<file path="src/design/nvdi_pkg.sv">
/*
  Constants for the nonvolatile memory divider, security and command
  index register bank: register indices, byte addresses, field
  positions, reset values and sizes.
  Assumes one bus clock domain and APB with 32-bit data.
*/
package nvdi_pkg;

  localparam int ADDR_W = 18;
  localparam int DATA_W = 32;
  localparam int INDEX_W = 3;
  localparam int CMD_DEPTH = 8;
  localparam int CMD_W = 16;
  localparam int DIV_W = 6;

  // printed offsets are not all multiples of four: byte address = 4 x index
  localparam logic [15:0] IDX_CLOCK_DIVIDER = 16'h3020;
  localparam logic [15:0] IDX_SECURITY_STATE = 16'h3021;
  localparam logic [15:0] IDX_COMMAND_INDEX = 16'h3022;
  localparam logic [15:0] IDX_CMD_OBJECT_HI = 16'h302A;
  localparam logic [15:0] IDX_CMD_OBJECT_LO = 16'h302B;

  localparam logic [ADDR_W-1:0] ADDR_CLOCK_DIVIDER =
    {IDX_CLOCK_DIVIDER, 2'b00};
  localparam logic [ADDR_W-1:0] ADDR_SECURITY_STATE =
    {IDX_SECURITY_STATE, 2'b00};
  localparam logic [ADDR_W-1:0] ADDR_COMMAND_INDEX =
    {IDX_COMMAND_INDEX, 2'b00};
  localparam logic [ADDR_W-1:0] ADDR_CMD_OBJECT_HI =
    {IDX_CMD_OBJECT_HI, 2'b00};
  localparam logic [ADDR_W-1:0] ADDR_CMD_OBJECT_LO =
    {IDX_CMD_OBJECT_LO, 2'b00};

  // clock divider fields
  localparam int DIV_LOADED_BIT = 7;
  localparam int DIV_LOCK_BIT = 6;
  localparam int DIV_VALUE_MSB = 5;
  localparam logic [7:0] CLOCK_DIVIDER_RESET = 8'h00;

  // security fields
  localparam int KEY_EN_MSB = 7;
  localparam int KEY_EN_LSB = 6;
  localparam int SEC_STATE_MSB = 1;
  localparam int SEC_STATE_LSB = 0;
  localparam logic [1:0] KEY_ENABLED_PAT = 2'h2;
  localparam logic [1:0] SEC_UNSECURED_PAT = 2'h2;
  localparam logic [7:0] SECURITY_RESET = 8'h00;
  localparam logic [15:0] SEC_CFG_ADDR = 16'hFF7F;

  localparam logic [7:0] COMMAND_INDEX_RESET = 8'h00;
  localparam logic [CMD_W-1:0] CMD_WORD_RESET = 16'h0000;

  typedef enum logic [1:0]
  {
    LD_REQ = 2'b00,
    LD_WAIT = 2'b01,
    LD_DONE = 2'b11
  } nvdi_load_state_t;

endpackage

</file>
<file path="src/design/nvdi_sec_loader.sv">
/*
  Security register: filled once after reset from the flash
  configuration byte, forced unsecured on a backdoor unlock.
  Assumes the flash read port answers on the same clock.
*/
module nvdi_sec_loader
(
  input wire logic i_clk, // bus clock
  input wire logic i_reset_n, // async reset, active low
  output logic o_rd_req, // read request to flash, high through reset and for one cycle after it
  output logic [15:0] o_rd_addr, // flash address of the config byte
  input wire logic i_rd_valid, // flash read data valid
  input wire logic [7:0] i_rd_data, // flash read data
  input wire logic i_backdoor_unlock, // pulse: backdoor key accepted
  output logic [7:0] o_sec_q, // security register content
  output logic o_ready // security register loaded
);
  import nvdi_pkg::*;

  nvdi_load_state_t state_q;
  logic unlocked_q;

  always_ff @(posedge i_clk or negedge i_reset_n)
  begin
    if (!i_reset_n)
      state_q <= LD_REQ;
    else
      case (state_q)
        LD_REQ: state_q <= LD_WAIT;
        LD_WAIT: if (i_rd_valid) state_q <= LD_DONE;
        LD_DONE: state_q <= LD_DONE;
        default: state_q <= LD_REQ;
      endcase
  end

  // remembered so a late load cannot undo an unlock
  always_ff @(posedge i_clk or negedge i_reset_n)
  begin
    if (!i_reset_n)
      unlocked_q <= 1'b0;
    else if (i_backdoor_unlock)
      unlocked_q <= 1'b1;
  end

  always_ff @(posedge i_clk or negedge i_reset_n)
  begin
    if (!i_reset_n)
      o_sec_q <= SECURITY_RESET;
    else if (state_q == LD_WAIT && i_rd_valid)
    begin
      o_sec_q <= i_rd_data;
      if (unlocked_q || i_backdoor_unlock)
        o_sec_q[SEC_STATE_MSB:SEC_STATE_LSB] <= SEC_UNSECURED_PAT;
    end
    else if (i_backdoor_unlock)
      o_sec_q[SEC_STATE_MSB:SEC_STATE_LSB] <= SEC_UNSECURED_PAT;
  end

  assign o_rd_req = (state_q == LD_REQ);
  assign o_rd_addr = SEC_CFG_ADDR;
  assign o_ready = (state_q == LD_DONE);

endmodule

</file>
<file path="src/design/nvdi_cmd_array.sv">
/*
  Command object array: indexed words, written a byte at a time
  from the bus, read by the command sequencer.
  Assumes index and strobes come from the same clock.
*/
module nvdi_cmd_array
#(
  parameter int DEPTH = 8,
  parameter int IW = 3
)
(
  input wire logic i_clk, // bus clock
  input wire logic i_reset_n, // async reset, active low
  input wire logic [IW-1:0] i_index, // word selected by software
  input wire logic i_wr_hi, // write strobe, high byte
  input wire logic i_wr_lo, // write strobe, low byte
  input wire logic [7:0] i_wdata, // byte to write
  output logic [15:0] o_word, // selected word, combinational
  input wire logic [IW-1:0] i_seq_index, // sequencer word select
  output logic [15:0] o_seq_word // sequencer word, registered
);
  import nvdi_pkg::*;

  logic [15:0] mem_q [DEPTH];

  always_ff @(posedge i_clk or negedge i_reset_n)
  begin
    if (!i_reset_n)
    begin
      for (int i = 0; i < DEPTH; i++)
        mem_q[i] <= CMD_WORD_RESET;
    end
    else
    begin
      if (i_wr_hi)
        mem_q[i_index][15:8] <= i_wdata;
      if (i_wr_lo)
        mem_q[i_index][7:0] <= i_wdata;
    end
  end

  always_ff @(posedge i_clk or negedge i_reset_n)
  begin
    if (!i_reset_n)
      o_seq_word <= CMD_WORD_RESET;
    else
      o_seq_word <= mem_q[i_seq_index];
  end

  assign o_word = mem_q[i_index];

endmodule

</file>
<file path="src/design/nvdi_regs.sv">
/*
  Register bank of the nonvolatile memory controller: timing
  divider with loaded flag and write-once lock, read-only security
  register, command index and the command object ports, over APB.
  Assumes an APB master on i_clk; the flash byte read and the
  backdoor unlock come from logic on the same clock.
*/
// Implementation choice: the APB interface to the registers.
//
// Contract
// - The loaded flag reads 0 until the first divider write, then 1.
// - A set lock freezes the divider value until reset.
// - The security register is read-only; writes change nothing.
// - The security register loads from flash byte 0xFF7F after reset.
// - Backdoor access is enabled only by key pattern 10.
// - The device is unsecured only for security pattern 10.
// - A backdoor unlock forces the security state to 10.
// - Command index bits 7 to 3 read as zero.
// - The command index picks the command object word accessed.
// - The divider register is 8 bits and resets to 00h.
module nvdi_regs
(
  input wire logic i_clk, // bus clock
  input wire logic i_reset_n, // async reset, active low
  input wire logic i_psel, // apb select
  input wire logic i_penable, // apb enable
  input wire logic i_pwrite, // apb direction, 1 = write
  input wire logic [nvdi_pkg::ADDR_W-1:0] i_paddr, // apb byte address
  input wire logic [nvdi_pkg::DATA_W-1:0] i_pwdata, // apb write data
  output logic [nvdi_pkg::DATA_W-1:0] o_prdata, // apb read data
  output logic o_pready, // apb ready
  output logic o_pslverr, // apb error, unmapped
  output logic [nvdi_pkg::DIV_W-1:0] o_divider_value, // divider value
  output logic o_divider_loaded_flag, // divider written since reset
  output logic o_divider_lock, // divider frozen
  output logic o_timing_tick, // pulse per divided period
  output logic o_backdoor_key_enable, // backdoor access allowed
  output logic o_secured, // device secured
  output logic o_sec_rd_req, // read security byte, high through reset and for one cycle after it
  output logic [15:0] o_sec_rd_addr, // flash address of that byte
  input wire logic i_sec_rd_valid, // security byte valid
  input wire logic [7:0] i_sec_rd_data, // security byte
  input wire logic i_backdoor_unlock, // pulse: backdoor key accepted
  input wire logic [nvdi_pkg::INDEX_W-1:0] i_seq_index, // seq word select
  output logic [15:0] o_seq_word // seq command word
);
  import nvdi_pkg::*;

  logic [7:0] clock_divider_read;
  logic divider_loaded_flag_q;
  logic divider_lock_q;
  logic [DIV_W-1:0] divider_value_q;
  logic [INDEX_W-1:0] command_word_index_q;
  logic [DIV_W-1:0] tick_count_q;
  logic [7:0] sec_q;
  logic sec_ready;
  logic [15:0] cmd_word;
  logic setup;
  logic access;
  logic wr_en;
  logic hit;
  logic [7:0] rd_byte;
  logic [7:0] wbyte;
  logic [7:0] index_read;
  logic ready_q;
  logic wr_divider;
  logic wr_index;
  logic wr_cmd_hi;
  logic wr_cmd_lo;

  assign setup = i_psel && !i_penable;
  assign access = i_psel && i_penable;
  // bus held off until the security byte is in; one cycle more so a
  // read stalled across the load captures the loaded byte
  always_ff @(posedge i_clk or negedge i_reset_n)
  begin
    if (!i_reset_n)
      ready_q <= 1'b0;
    else
      ready_q <= sec_ready;
  end

  assign o_pready = ready_q;
  assign wr_en = access && o_pready && i_pwrite;
  assign wbyte = i_pwdata[7:0];
  assign wr_divider = wr_en && (i_paddr == ADDR_CLOCK_DIVIDER);
  assign wr_index = wr_en && (i_paddr == ADDR_COMMAND_INDEX);
  assign wr_cmd_hi = wr_en && (i_paddr == ADDR_CMD_OBJECT_HI);
  assign wr_cmd_lo = wr_en && (i_paddr == ADDR_CMD_OBJECT_LO);

  // decode
  always_comb
  begin
    hit = 1'b1;
    rd_byte = 8'h00;
    case (i_paddr)
      ADDR_CLOCK_DIVIDER: rd_byte = clock_divider_read;
      ADDR_SECURITY_STATE: rd_byte = sec_q;
      ADDR_COMMAND_INDEX: rd_byte = index_read;
      ADDR_CMD_OBJECT_HI: rd_byte = cmd_word[15:8];
      ADDR_CMD_OBJECT_LO: rd_byte = cmd_word[7:0];
      default: hit = 1'b0;
    endcase
  end

  assign index_read = {{(8 - INDEX_W){1'b0}}, command_word_index_q};

  // captured in setup and again while stalled, then held to the end
  always_ff @(posedge i_clk or negedge i_reset_n)
  begin
    if (!i_reset_n)
      o_prdata <= 32'h0000_0000;
    else if (setup || (access && !o_pready))
      o_prdata <= {24'h00_0000, rd_byte};
  end

  always_ff @(posedge i_clk or negedge i_reset_n)
  begin
    if (!i_reset_n)
      o_pslverr <= 1'b0;
    else if (setup || (access && !o_pready))
      o_pslverr <= !hit;
    else if (!i_psel)
      o_pslverr <= 1'b0;
  end

  // timing divider register, one flop group per field
  always_ff @(posedge i_clk or negedge i_reset_n)
  begin
    if (!i_reset_n)
      divider_loaded_flag_q <= CLOCK_DIVIDER_RESET[DIV_LOADED_BIT];
    else if (wr_divider)
      divider_loaded_flag_q <= 1'b1;
  end

  // write-once: only reset reopens the lock and the value
  always_ff @(posedge i_clk or negedge i_reset_n)
  begin
    if (!i_reset_n)
      divider_lock_q <= CLOCK_DIVIDER_RESET[DIV_LOCK_BIT];
    else if (wr_divider && !divider_lock_q)
      divider_lock_q <= wbyte[DIV_LOCK_BIT];
  end

  always_ff @(posedge i_clk or negedge i_reset_n)
  begin
    if (!i_reset_n)
      divider_value_q <= CLOCK_DIVIDER_RESET[DIV_VALUE_MSB:0];
    else if (wr_divider && !divider_lock_q)
      divider_value_q <= wbyte[DIV_VALUE_MSB:0];
  end

  always_comb
  begin
    clock_divider_read = CLOCK_DIVIDER_RESET;
    clock_divider_read[DIV_LOADED_BIT] = divider_loaded_flag_q;
    clock_divider_read[DIV_LOCK_BIT] = divider_lock_q;
    clock_divider_read[DIV_VALUE_MSB:0] = divider_value_q;
  end

  assign o_divider_value = divider_value_q;
  assign o_divider_loaded_flag = divider_loaded_flag_q;
  assign o_divider_lock = divider_lock_q;

  // divide by value + 1; idle until software has loaded a divider
  always_ff @(posedge i_clk or negedge i_reset_n)
  begin
    if (!i_reset_n)
      tick_count_q <= '0;
    else if (!o_divider_loaded_flag || tick_count_q >= o_divider_value)
      tick_count_q <= '0;
    else
      tick_count_q <= tick_count_q + 1'b1;
  end

  always_ff @(posedge i_clk or negedge i_reset_n)
  begin
    if (!i_reset_n)
      o_timing_tick <= 1'b0;
    else
      o_timing_tick <= o_divider_loaded_flag &&
                       tick_count_q >= o_divider_value;
  end

  // command index register; upper bits are not stored
  always_ff @(posedge i_clk or negedge i_reset_n)
  begin
    if (!i_reset_n)
      command_word_index_q <= COMMAND_INDEX_RESET[INDEX_W-1:0];
    else if (wr_index)
      command_word_index_q <= wbyte[INDEX_W-1:0];
  end

  // no write path reaches sec_q
  nvdi_sec_loader u_sec
  (
    .i_clk(i_clk),
    .i_reset_n(i_reset_n),
    .o_rd_req(o_sec_rd_req),
    .o_rd_addr(o_sec_rd_addr),
    .i_rd_valid(i_sec_rd_valid),
    .i_rd_data(i_sec_rd_data),
    .i_backdoor_unlock(i_backdoor_unlock),
    .o_sec_q(sec_q),
    .o_ready(sec_ready)
  );

  assign o_backdoor_key_enable =
    (sec_q[KEY_EN_MSB:KEY_EN_LSB] == KEY_ENABLED_PAT);
  assign o_secured =
    (sec_q[SEC_STATE_MSB:SEC_STATE_LSB] != SEC_UNSECURED_PAT);

  nvdi_cmd_array
  #(
    .DEPTH(CMD_DEPTH),
    .IW(INDEX_W)
  )
  u_cmd
  (
    .i_clk(i_clk),
    .i_reset_n(i_reset_n),
    .i_index(command_word_index_q),
    .i_wr_hi(wr_cmd_hi),
    .i_wr_lo(wr_cmd_lo),
    .i_wdata(wbyte),
    .o_word(cmd_word),
    .i_seq_index(i_seq_index),
    .o_seq_word(o_seq_word)
  );

endmodule

</file>
<file path="config.mk">
export PLATFORM = sky130hd
export DESIGN_NAME = nvdi_regs
export DESIGN_NICKNAME = d
export VERILOG_FILES = /design/src/design/nvdi_pkg.sv /design/src/design/nvdi_sec_loader.sv /design/src/design/nvdi_cmd_array.sv /design/src/design/nvdi_regs.sv
export SDC_FILE = /design/constraint.sdc
export NUM_CORES = 1
export LEC_CHECK = 0
export BUFFER_PORTS_ARGS = -buffer_cell sky130_fd_sc_hd__buf_2
export CORE_ASPECT_RATIO = 1.1
export CORE_UTILIZATION = 45
export DETAILED_ROUTE_END_ITERATION = 10
export GPL_ROUTABILITY_DRIVEN = 0
export GPL_TIMING_DRIVEN = 0
export PLACE_DENSITY = 0.65
export SYNTH_ARGS = -nofsm -noshare
export SYNTH_HDL_FRONTEND = slang
export SYNTH_SLANG_ARGS = --single-unit
export TNS_END_PERCENT = 50
</file>
<file path="constraint.sdc">
create_clock -name i_clk -period 3.2 [get_ports i_clk]
set_clock_uncertainty 0.05 [all_clocks]
set_input_delay 0.32 -clock i_clk [delete_from_list [all_inputs] [get_ports i_clk]]
set_output_delay 0.32 -clock i_clk [all_outputs]
set_load 0.02 [all_outputs]
</file>
==> results.toml, run 1 <==
[outcome]
run_status = "finished clean"

[logic_synthesis]
postSynthRegisterBits = 183
synthDistinctLibCells = 67
ys.warnings.count = 0
syn_inst = 719
post_synth_instance_area_mm2 = 0.00981
synth.yosys.seq_area_share_pct = 46.7
synthFlopType = "dfrtp_1"
synth-edff-count = 0
synthArstFlopShare_pct = 100
mean_post_synth_cell_area_um2 = 13.6

[worst_setup_path]
category_of_cells_accounting_for_the_largest_share_of_critical_path_delay = "buffers and inverters"
timing.critical_path.fanout_max = 10
slowest_stage = "a221oi_1"
worst_ep_arrival_time_ns = 3.28
cp_num_buf_inv = 3
timing.critical_path.required_ns = 3.51
crit_chain = "buf_2 > buf_4 > buf_1 > mux2i_1 > a221oi_1 > a21oi_1 > a31oi_1"
type_of_the_setup_path_with_the_least_slack = "reg -> reg"
setup.worst_path.end_class = "flip-flop"
worst_setup_path_start_kind = "flip-flop"
critical_path.max_stage_delay_ns = 0.63

[global_routing]
grt_util_all_layers_pct = 24.5
antenna_violations_before_repair = 0
grt_pass1_vias = 6463
grt.overflow.total = 0
grt_pass1_wl_mm = 39.4
largest_net_degree_at_the_start_of_global_routing = 96

[detailed_routing]
route.vias.total = 6523
drt.antenna.violating_nets = 0
drt_drc_violations_left = 0
detail_route.wirelength_mm = 26.0
post_drt_via_cell_ratio = 5.62
wire_length_per_cell_after_detailed_routing_um = 22.4
first_iter_violations = 422
drt_pass1_iterations = 5

[pwr]
irDropWorstVdd_mv = 0.350
sequentialPowerShare_pct = 49.2
power.leakage_nw = 5.45
combinationalPowerShare_pct = 6.7
sw_frac_of_total_pct = 25.0
power_switching_mw = 1.19
pwr-share-clk_pct = 44.1
power.density_cell_area_mw_per_mm2 = 419
power_report.internal_total_mw = 3.56

[job]
maxCapViolCount = 0

[timing]
final_period_minus_worst_setup_slack_ns = 2.97
setup_ws_post_layout_ns = 0.234
fin_crit_sh_pct = 92.7
setup-violations-final = 0
final-max-slew-violation-count = 0
worst_slew_pin_slew_ns = 0.916
final_count_of_hold_timing_violations = 0
maxSlewHeadroom_pct = 38.9
max_freq_mhz = 337
rsz0062_at_grt = "false"

[floorplan]
placement_rows = 56
core_area_mm2 = 0.0214
pin_count = 146
die_width_um = 143
design.die.area_mm2 = 0.0224
initial_core_util_pct = 45.9
die_height_um = 157

[cells_and_area]
areaGrowthSynthToFinish_pct = 15.6
nets = 932
num_antenna_cells = 0
layout.core_utilization_pct = 53.1
fraction_of_final_layout_cells_sized_beyond_drive_strength_1_pct = 47.0

[clocking]
clock_tree_from_tritoncts = "yes"
clk_root_buffer_cell = "clkbuf_16"
cts.reportedPaths.clkPinSlew_ns = 0.07
clock_latency_ns = 0.44
clock_sinks = 183
clock_path_buffers = 2
tritoncts_buffer_count = 17
clock_tree.htree_level_count = 4
postCtsResizedCells = 0

[placement]
port_buffers = 78
detailedPlace.worstSlack_ns = 0.361
detailedPlacementHpwl_mm = 18.0

[min_path]
holdCritPathClass = "in -> reg"
-- power by group through the flow --
stage	clock network (mW)	logic, mW	registers, mW
detailed placement	0	0.319	2.38
finish	2.09	0.319	2.34
global route	2.21	0.351	2.34
global placement	0	0.313	2.38
floorplan	0	0.172	2.38
CTS	2.13	0.322	2.34
-- cell usage after synthesis (2+ instances only) --
cell	n	area (µm²)
nand3_1	5	25.0
nor4_4	4	85.1
o221ai_1	2	17.5
buf_4	41	308
buf_2	14	70.1
nor3_1	12	60.1
nand2_1	19	71.3
nor2_1	26	97.6
nor4b_1	2	17.5
nand3b_1	3	22.5
a31oi_1	4	25.0
mux4_2	46	1040
a211o_1	2	17.5
nor3b_1	3	22.5
nor2b_1	6	37.5
dfrtp_1	183	4580
buf_6	3	33.8
nand3_2	8	80.1
conb_1	2	7.51
o22ai_1	6	37.5
nand4_1	3	18.8
xnor2_1	2	17.5
inv_1	13	48.8
nor2_8	8	160
o21ai_0	7	35.0
mux2_4	8	120
a21o_1	2	15.0
nor4_1	8	50.1
a211oi_1	2	15.0
or2_2	2	12.5
a22oi_1	5	37.5
a221oi_1	4	35.0
ha_1	7	87.6
and2_1	3	18.8
buf_1	5	18.8
mux2_2	157	1770
nand2b_1	5	31.3
xor2_1	2	17.5
or3_1	3	18.8
mux2i_1	22	220
clkbuf_1	16	60.1
a21oi_1	18	90.1
a32oi_1	2	17.5
-- through the flow --
stage                     cells  hold slack [ns]  TNS [ns]  cell area (µm²)  power, mW
after floorplan             757          -0.0256         0             9950       2.56
after global placement     1125            0.428   -235.11            10700       2.69
after detailed placement   1126            0.329         0            10700       2.70
after CTS                  1160           0.0522         0            11300       4.78
after global routing       1160           0.0640         0            11300       4.90
final                      1160           0.0610         0            11300       4.75
-- placed cells by master (no fill, tap or decap), types with 5 or more instances in the layout --
cell / n
a21oi_1: 18
a22oi_1: 5
buf_1: 5
buf_2: 91
buf_4: 41
clkbuf_1: 17
clkbuf_16: 17
conb_1: 40
dfrtp_1: 183
ha_1: 7
inv_1: 13
mux2_2: 157
mux2_4: 8
mux2i_1: 22
mux4_2: 46
nand2_1: 19
nand2b_1: 5
nand3_1: 5
nand3_2: 8
nor2_1: 26
nor2_8: 8
nor2b_1: 6
nor3_1: 12
nor4_1: 8
o21ai_0: 7
o22ai_1: 6
-- metal layers --
layer	vias up	track usage [%]	wire length, µm
met2	191	39.8	12900
met1	3382	31.6	11100
met5	-	0	0
li1	2900	-	-
met4	0	13.2	1040
met3	50	3.89	1080
-- kinds of logic (layout without fill, tap and decap cells) --
kind of cell               Yosys count  count (layout)  share of synthesized area (%)
muxes                              233             233                           32.0
DFF                                183             183                           46.7
and+or+nand+nor                    127             127                           9.44
buffers and inverters               93             206                           5.64
AOI/OAI and AO/OA                   70              70                           4.87
adders and majority gates            7               7                          0.893
xor gates and xnor gates             4               4                          0.357
other                                2              40                         0.0765
-- cell type report --
| cell class | count | area (µm²) |
|---|---|---|
| Tap cell | 290 | 363 |
| Buffer | 80 | 504 |
| Clock inverter | 12 | 116 |
| Clock buffer | 20 | 457 |
| Multi-Input combinational cell | 481 | 4820 |
| Inverter | 13 | 48.8 |
| Sequential cell | 183 | 4580 |
| Timing Repair Buffer | 81 | 448 |
| Fill cell | 1868 | 10000 |
-- registers in the layout, indices dropped and copies added, names as in the netlist, 2 cells and up --
name                  count
u_sec.state_q             2
u_cmd.mem_q             128
o_prdata                  8
tick_count_q              6
o_divider_value           6
u_cmd.o_seq_word         16
u_sec.o_sec_q             8
command_word_index_q      3
-- path summary, 6_finish.rpt --
path	startpoint	to	slack (ns)	depth (start not counted)
worst max-delay path	command_word_index_q[0]$_DFFE_PN0P_	o_prdata[1]$_DFFE_PN0P_	0.23	7
worst min-delay path	i_sec_rd_valid	u_sec.state_q[1]$_DFFE_PN0P_	0.06	2
worst max register to register	command_word_index_q[0]$_DFFE_PN0P_	o_prdata[1]$_DFFE_PN0P_	0.23	7
worst min register to register	tick_count_q[0]$_DFF_PN0_	tick_count_q[0]$_DFF_PN0_	0.45	1
max in group asynchronous	i_reset_n	u_cmd.mem_q[71]$_DFFE_PN0P_	1.76	3
min in group asynchronous	i_reset_n	u_sec.state_q[1]$_DFFE_PN0P_	0.43	2
-- timing repair --
action | CTS | global route
setup buffers | 0 | 0
endpoints found under the setup margin | 0 | 0
hold buffers | 2 | 0
endpoints found under the hold margin | 89 | 0
No activity file was read; power rests on OpenSTA's default activity.
==> run 2: changes to the inputs <==
--- a/config.mk
+++ b/config.mk
@@ -5,6 +5,7 @@
 export SDC_FILE = /design/constraint.sdc
 export NUM_CORES = 1
 export LEC_CHECK = 0
+export ABC_AREA = 1
 export BUFFER_PORTS_ARGS = -buffer_cell sky130_fd_sc_hd__buf_2
 export CORE_ASPECT_RATIO = 1.1
 export CORE_UTILIZATION = 45
==> results.toml, run 2 <==
[outcome]
run_status = "finished clean"

[detailed_routing]
wire_length_per_cell_after_detailed_routing_um = 18.9
drt_drc_violations_left = 0
post_drt_via_cell_ratio = 5.34
routed-wl-met2_mm = 15.1
first_iter_violations = 1047
route.vias.total = 9487
drt.antenna.violating_nets = 0
drt_pass1_iterations = 9
wl_met3_mm = 2.82
met1_length_mm = 13.4
detail_route.wirelength_mm = 33.5
route.top_layer_used = "met4"

[logic_synthesis]
synthDistinctLibCells = 37
post-synth-top-count-cell = "nand2_1"
ys.warnings.count = 0
synth-edff-count = 0
post_synth_instance_area_mm2 = 0.0101
postSynthRegisterBits = 183
synth_area_leaders = "dfrtp_1 45%, nand2_1 14%, o21ai_1 5.5%"
synth_commonest_cells = "375 x nand2_1, 183 x dfrtp_1, 131 x inv_1"
mean_post_synth_cell_area_um2 = 7.58
synthFlopType = "dfrtp_1"
synth_top_area_cell = "dfrtp_1"
synth_largest_type_area_fraction_pct = 45.4
synth.yosys.seq_area_share_pct = 45.4
syn_inst = 1329
synthArstFlopShare_pct = 100

[clocking]
clock_tree_from_tritoncts = "yes"
clock_path_buffers = 2
cts.reportedPaths.clkPinSlew_ns = 0.06
clk_root_buffer_cell = "clkbuf_16"
clock_latency_ns = 0.44
clock_tree.htree_level_count = 4
post-cts-setup-buffers = 0
clock_sinks = 183
tritoncts_buffer_count = 17

[cells_and_area]
final_area_mm2 = 0.0116
nets = 1542
fraction_of_final_layout_cells_sized_beyond_drive_strength_1_pct = 15.7
top_regs = "u_cmd.mem_q: 128 flops, u_cmd.o_seq_word: 16 flops"
layout.area.seq_mm2 = 0.00458
areaGrowthSynthToFinish_pct = 14.8
top_register_by_number_of_flip_flops = "u_cmd.mem_q"
num_antenna_cells = 0
final_cell_mix = "375 x nand2_1, 183 x dfrtp_1, 131 x inv_1"
largest_register_ffs = 128
fillCellCount = 2141
multi_input_area_mm2 = 0.00450
most_common_cell_after_layout_fill_and_taps_aside = "nand2_1"

[timing]
worst_slew_pin_slew_ns = 1.04
final_count_of_hold_timing_violations = 0
maxSlewHeadroom_pct = 30.4
final_period_minus_worst_setup_slack_ns = 2.42
final-max-slew-violation-count = 0
setup-violations-final = 0
fin_hold_ws_ns = 0.0387
rsz0062_at_grt = "false"
max_freq_mhz = 414
fin_crit_sh_pct = 75.5

[worst_setup_path]
critical_path.max_stage_delay_ns = 0.64
cp_num_buf_inv = 2
setup.worst_path.end_class = "flip-flop"
worst_setup_path_start_kind = "flip-flop"
worst_ep_arrival_time_ns = 2.70
timing.critical_path.required_ns = 3.48
reg2reg_setup_slack_ns = 0.78
slowest_stage = "nor2_2"
category_of_cells_accounting_for_the_largest_share_of_critical_path_delay = "simple AND/OR/NAND/NOR gates"
cp_common_cell = "nand2_1"
timing.critical_path.fanout_max = 10
crit_chain = "buf_2 > inv_1 > nand2_1 > nor2_2 > nand2_1 > nand2_1 > nor2_1 > nand3_1 > nand3_1 > nand2_1 > nand2_1"
type_of_the_setup_path_with_the_least_slack = "reg -> reg"

[pwr]
pwr-share-clk_pct = 40.9
power.density_cell_area_mw_per_mm2 = 413
p_total_mw = 4.77
sequentialPowerShare_pct = 49.5
combinationalPowerShare_pct = 9.6
power_report.internal_total_mw = 3.51
power.leakage_nw = 5.72
power_switching_mw = 1.26
irDropWorstVdd_mv = 0.380
sw_frac_of_total_pct = 26.5

[global_routing]
grt_pass1_wl_mm = 50.3
largest_net_degree_at_the_start_of_global_routing = 119
grt.overflow.total = 0
antenna_violations_before_repair = 0
grt_util_all_layers_pct = 30.0
grt_pass1_vias = 8638

[floorplan]
die_width_um = 145
placement_rows = 57
initial_core_util_pct = 45.7
pin_count = 146
design.die.area_mm2 = 0.0230
core_area_mm2 = 0.0220
die_height_um = 159

[placement]
port_buffers = 79
placed_cell_area_mm2 = 0.0110
detailedPlacementHpwl_mm = 24.3

[job]
maxCapViolCount = 0

[min_path]
holdCritPathClass = "in -> reg"
run 2: cell count changes in the layout (fill, tap and decap cells not counted), moves of 22 or more:
cell	delta
clkbuf_1	+22
a21oi_1	+38
nand3_1	+29
nand2_1	+356
mux4_2	-46
mux2i_1	-22
mux2_2	-157
nor2_1	+77
o21ai_0	+100
o21ai_1	+109
inv_1	+118
run 2: kinds of logic (layout without fill, tap and decap cells):
logic type / Yosys count / in the layout / synth area share (%)
compound gates: 320 / 320 / 17.1
xor+xnor: 2 / 2 / 0.174
fa+ha+maj: 7 / 7 / 0.869
buf+inv: 240 / 353 / 11.3
flops: 183 / 183 / 45.4
other cells: 2 / 40 / 0.0745
simple gates: 575 / 575 / 25.1
run 2: repair_timing:
action	4_1_cts	5_1_grt
hold endpoints to repair	65	0
hold buffers	1	0
resized for setup	0	0
run 2: final cells by class:
class / count / share of cell area, %
buffer: 105 / 5.41
multi-input combinational: 944 / 39.0
inverter: 135 / 4.40
sequential: 183 / 39.6
clock inverter: 11 / 0.628
timing repair buffer: 81 / 3.83
clock buffer: 21 / 3.98
tap: 295 / 3.19
run 2: final timing paths:
| path | startpoint | cells after the start | to |
|---|---|---|---|
| max in group asynchronous | i_reset_n | 3 | u_cmd.mem_q[103]$_DFFE_PN0P_ |
| min in group asynchronous | i_reset_n | 2 | tick_count_q[5]$_DFF_PN0_ |
| worst min-delay path | i_sec_rd_data[6] | 3 | u_sec.o_sec_q[6]$_DFFE_PN0P_ |
| worst min register to register | u_sec.unlocked_q$_DFFE_PN0P_ | 2 | u_sec.unlocked_q$_DFFE_PN0P_ |
| worst max register to register | command_word_index_q[2]$_DFFE_PN0P_ | 11 | o_prdata[5]$_DFFE_PN0P_ |
| worst max-delay path | command_word_index_q[2]$_DFFE_PN0P_ | 11 | o_prdata[5]$_DFFE_PN0P_ |
run 2: stage by stage:
step           worst slack [ns]  setup TNS [ns]  instances  util [%]
2_1_floorplan              1.37               0       1367         -
3_3_place_gp              -1.24         -223.84       1741      49.8
3_5_place_dp              0.909               0       1742      50.0
4_1_cts                   0.893               0       1775      52.5
5_1_grt                   0.741               0       1775      52.5
6_report                  0.783               0       1775      52.5
run 2: power groups by stage:
| stage | clock, mW | sequential [mW] | combinational, mW |
|---|---|---|---|
| detailed placement | 0 | 2.41 | 0.447 |
| CTS | 1.98 | 2.36 | 0.450 |
| floorplan | 0 | 2.43 | 0.225 |
| global placement | 0 | 2.41 | 0.440 |
| finish | 1.95 | 2.36 | 0.456 |
| global route | 2.06 | 2.37 | 0.495 |
run 2: layer usage:
metal | track usage [%] | vias up
met1 | 38.5 | 4375
met2 | 45.8 | 496
met5 | 0 | -
met4 | 18.7 | 0
li1 | - | 4485
met3 | 6.74 | 131
run 2: worst reg2reg max path, delay by kind of cell (launching register included):
family / cells / cell delay [ns]
AND/OR/NAND/NOR: 9 / 1.48
flip-flops: 1 / 0.36
buffers and inverters: 2 / 0.43
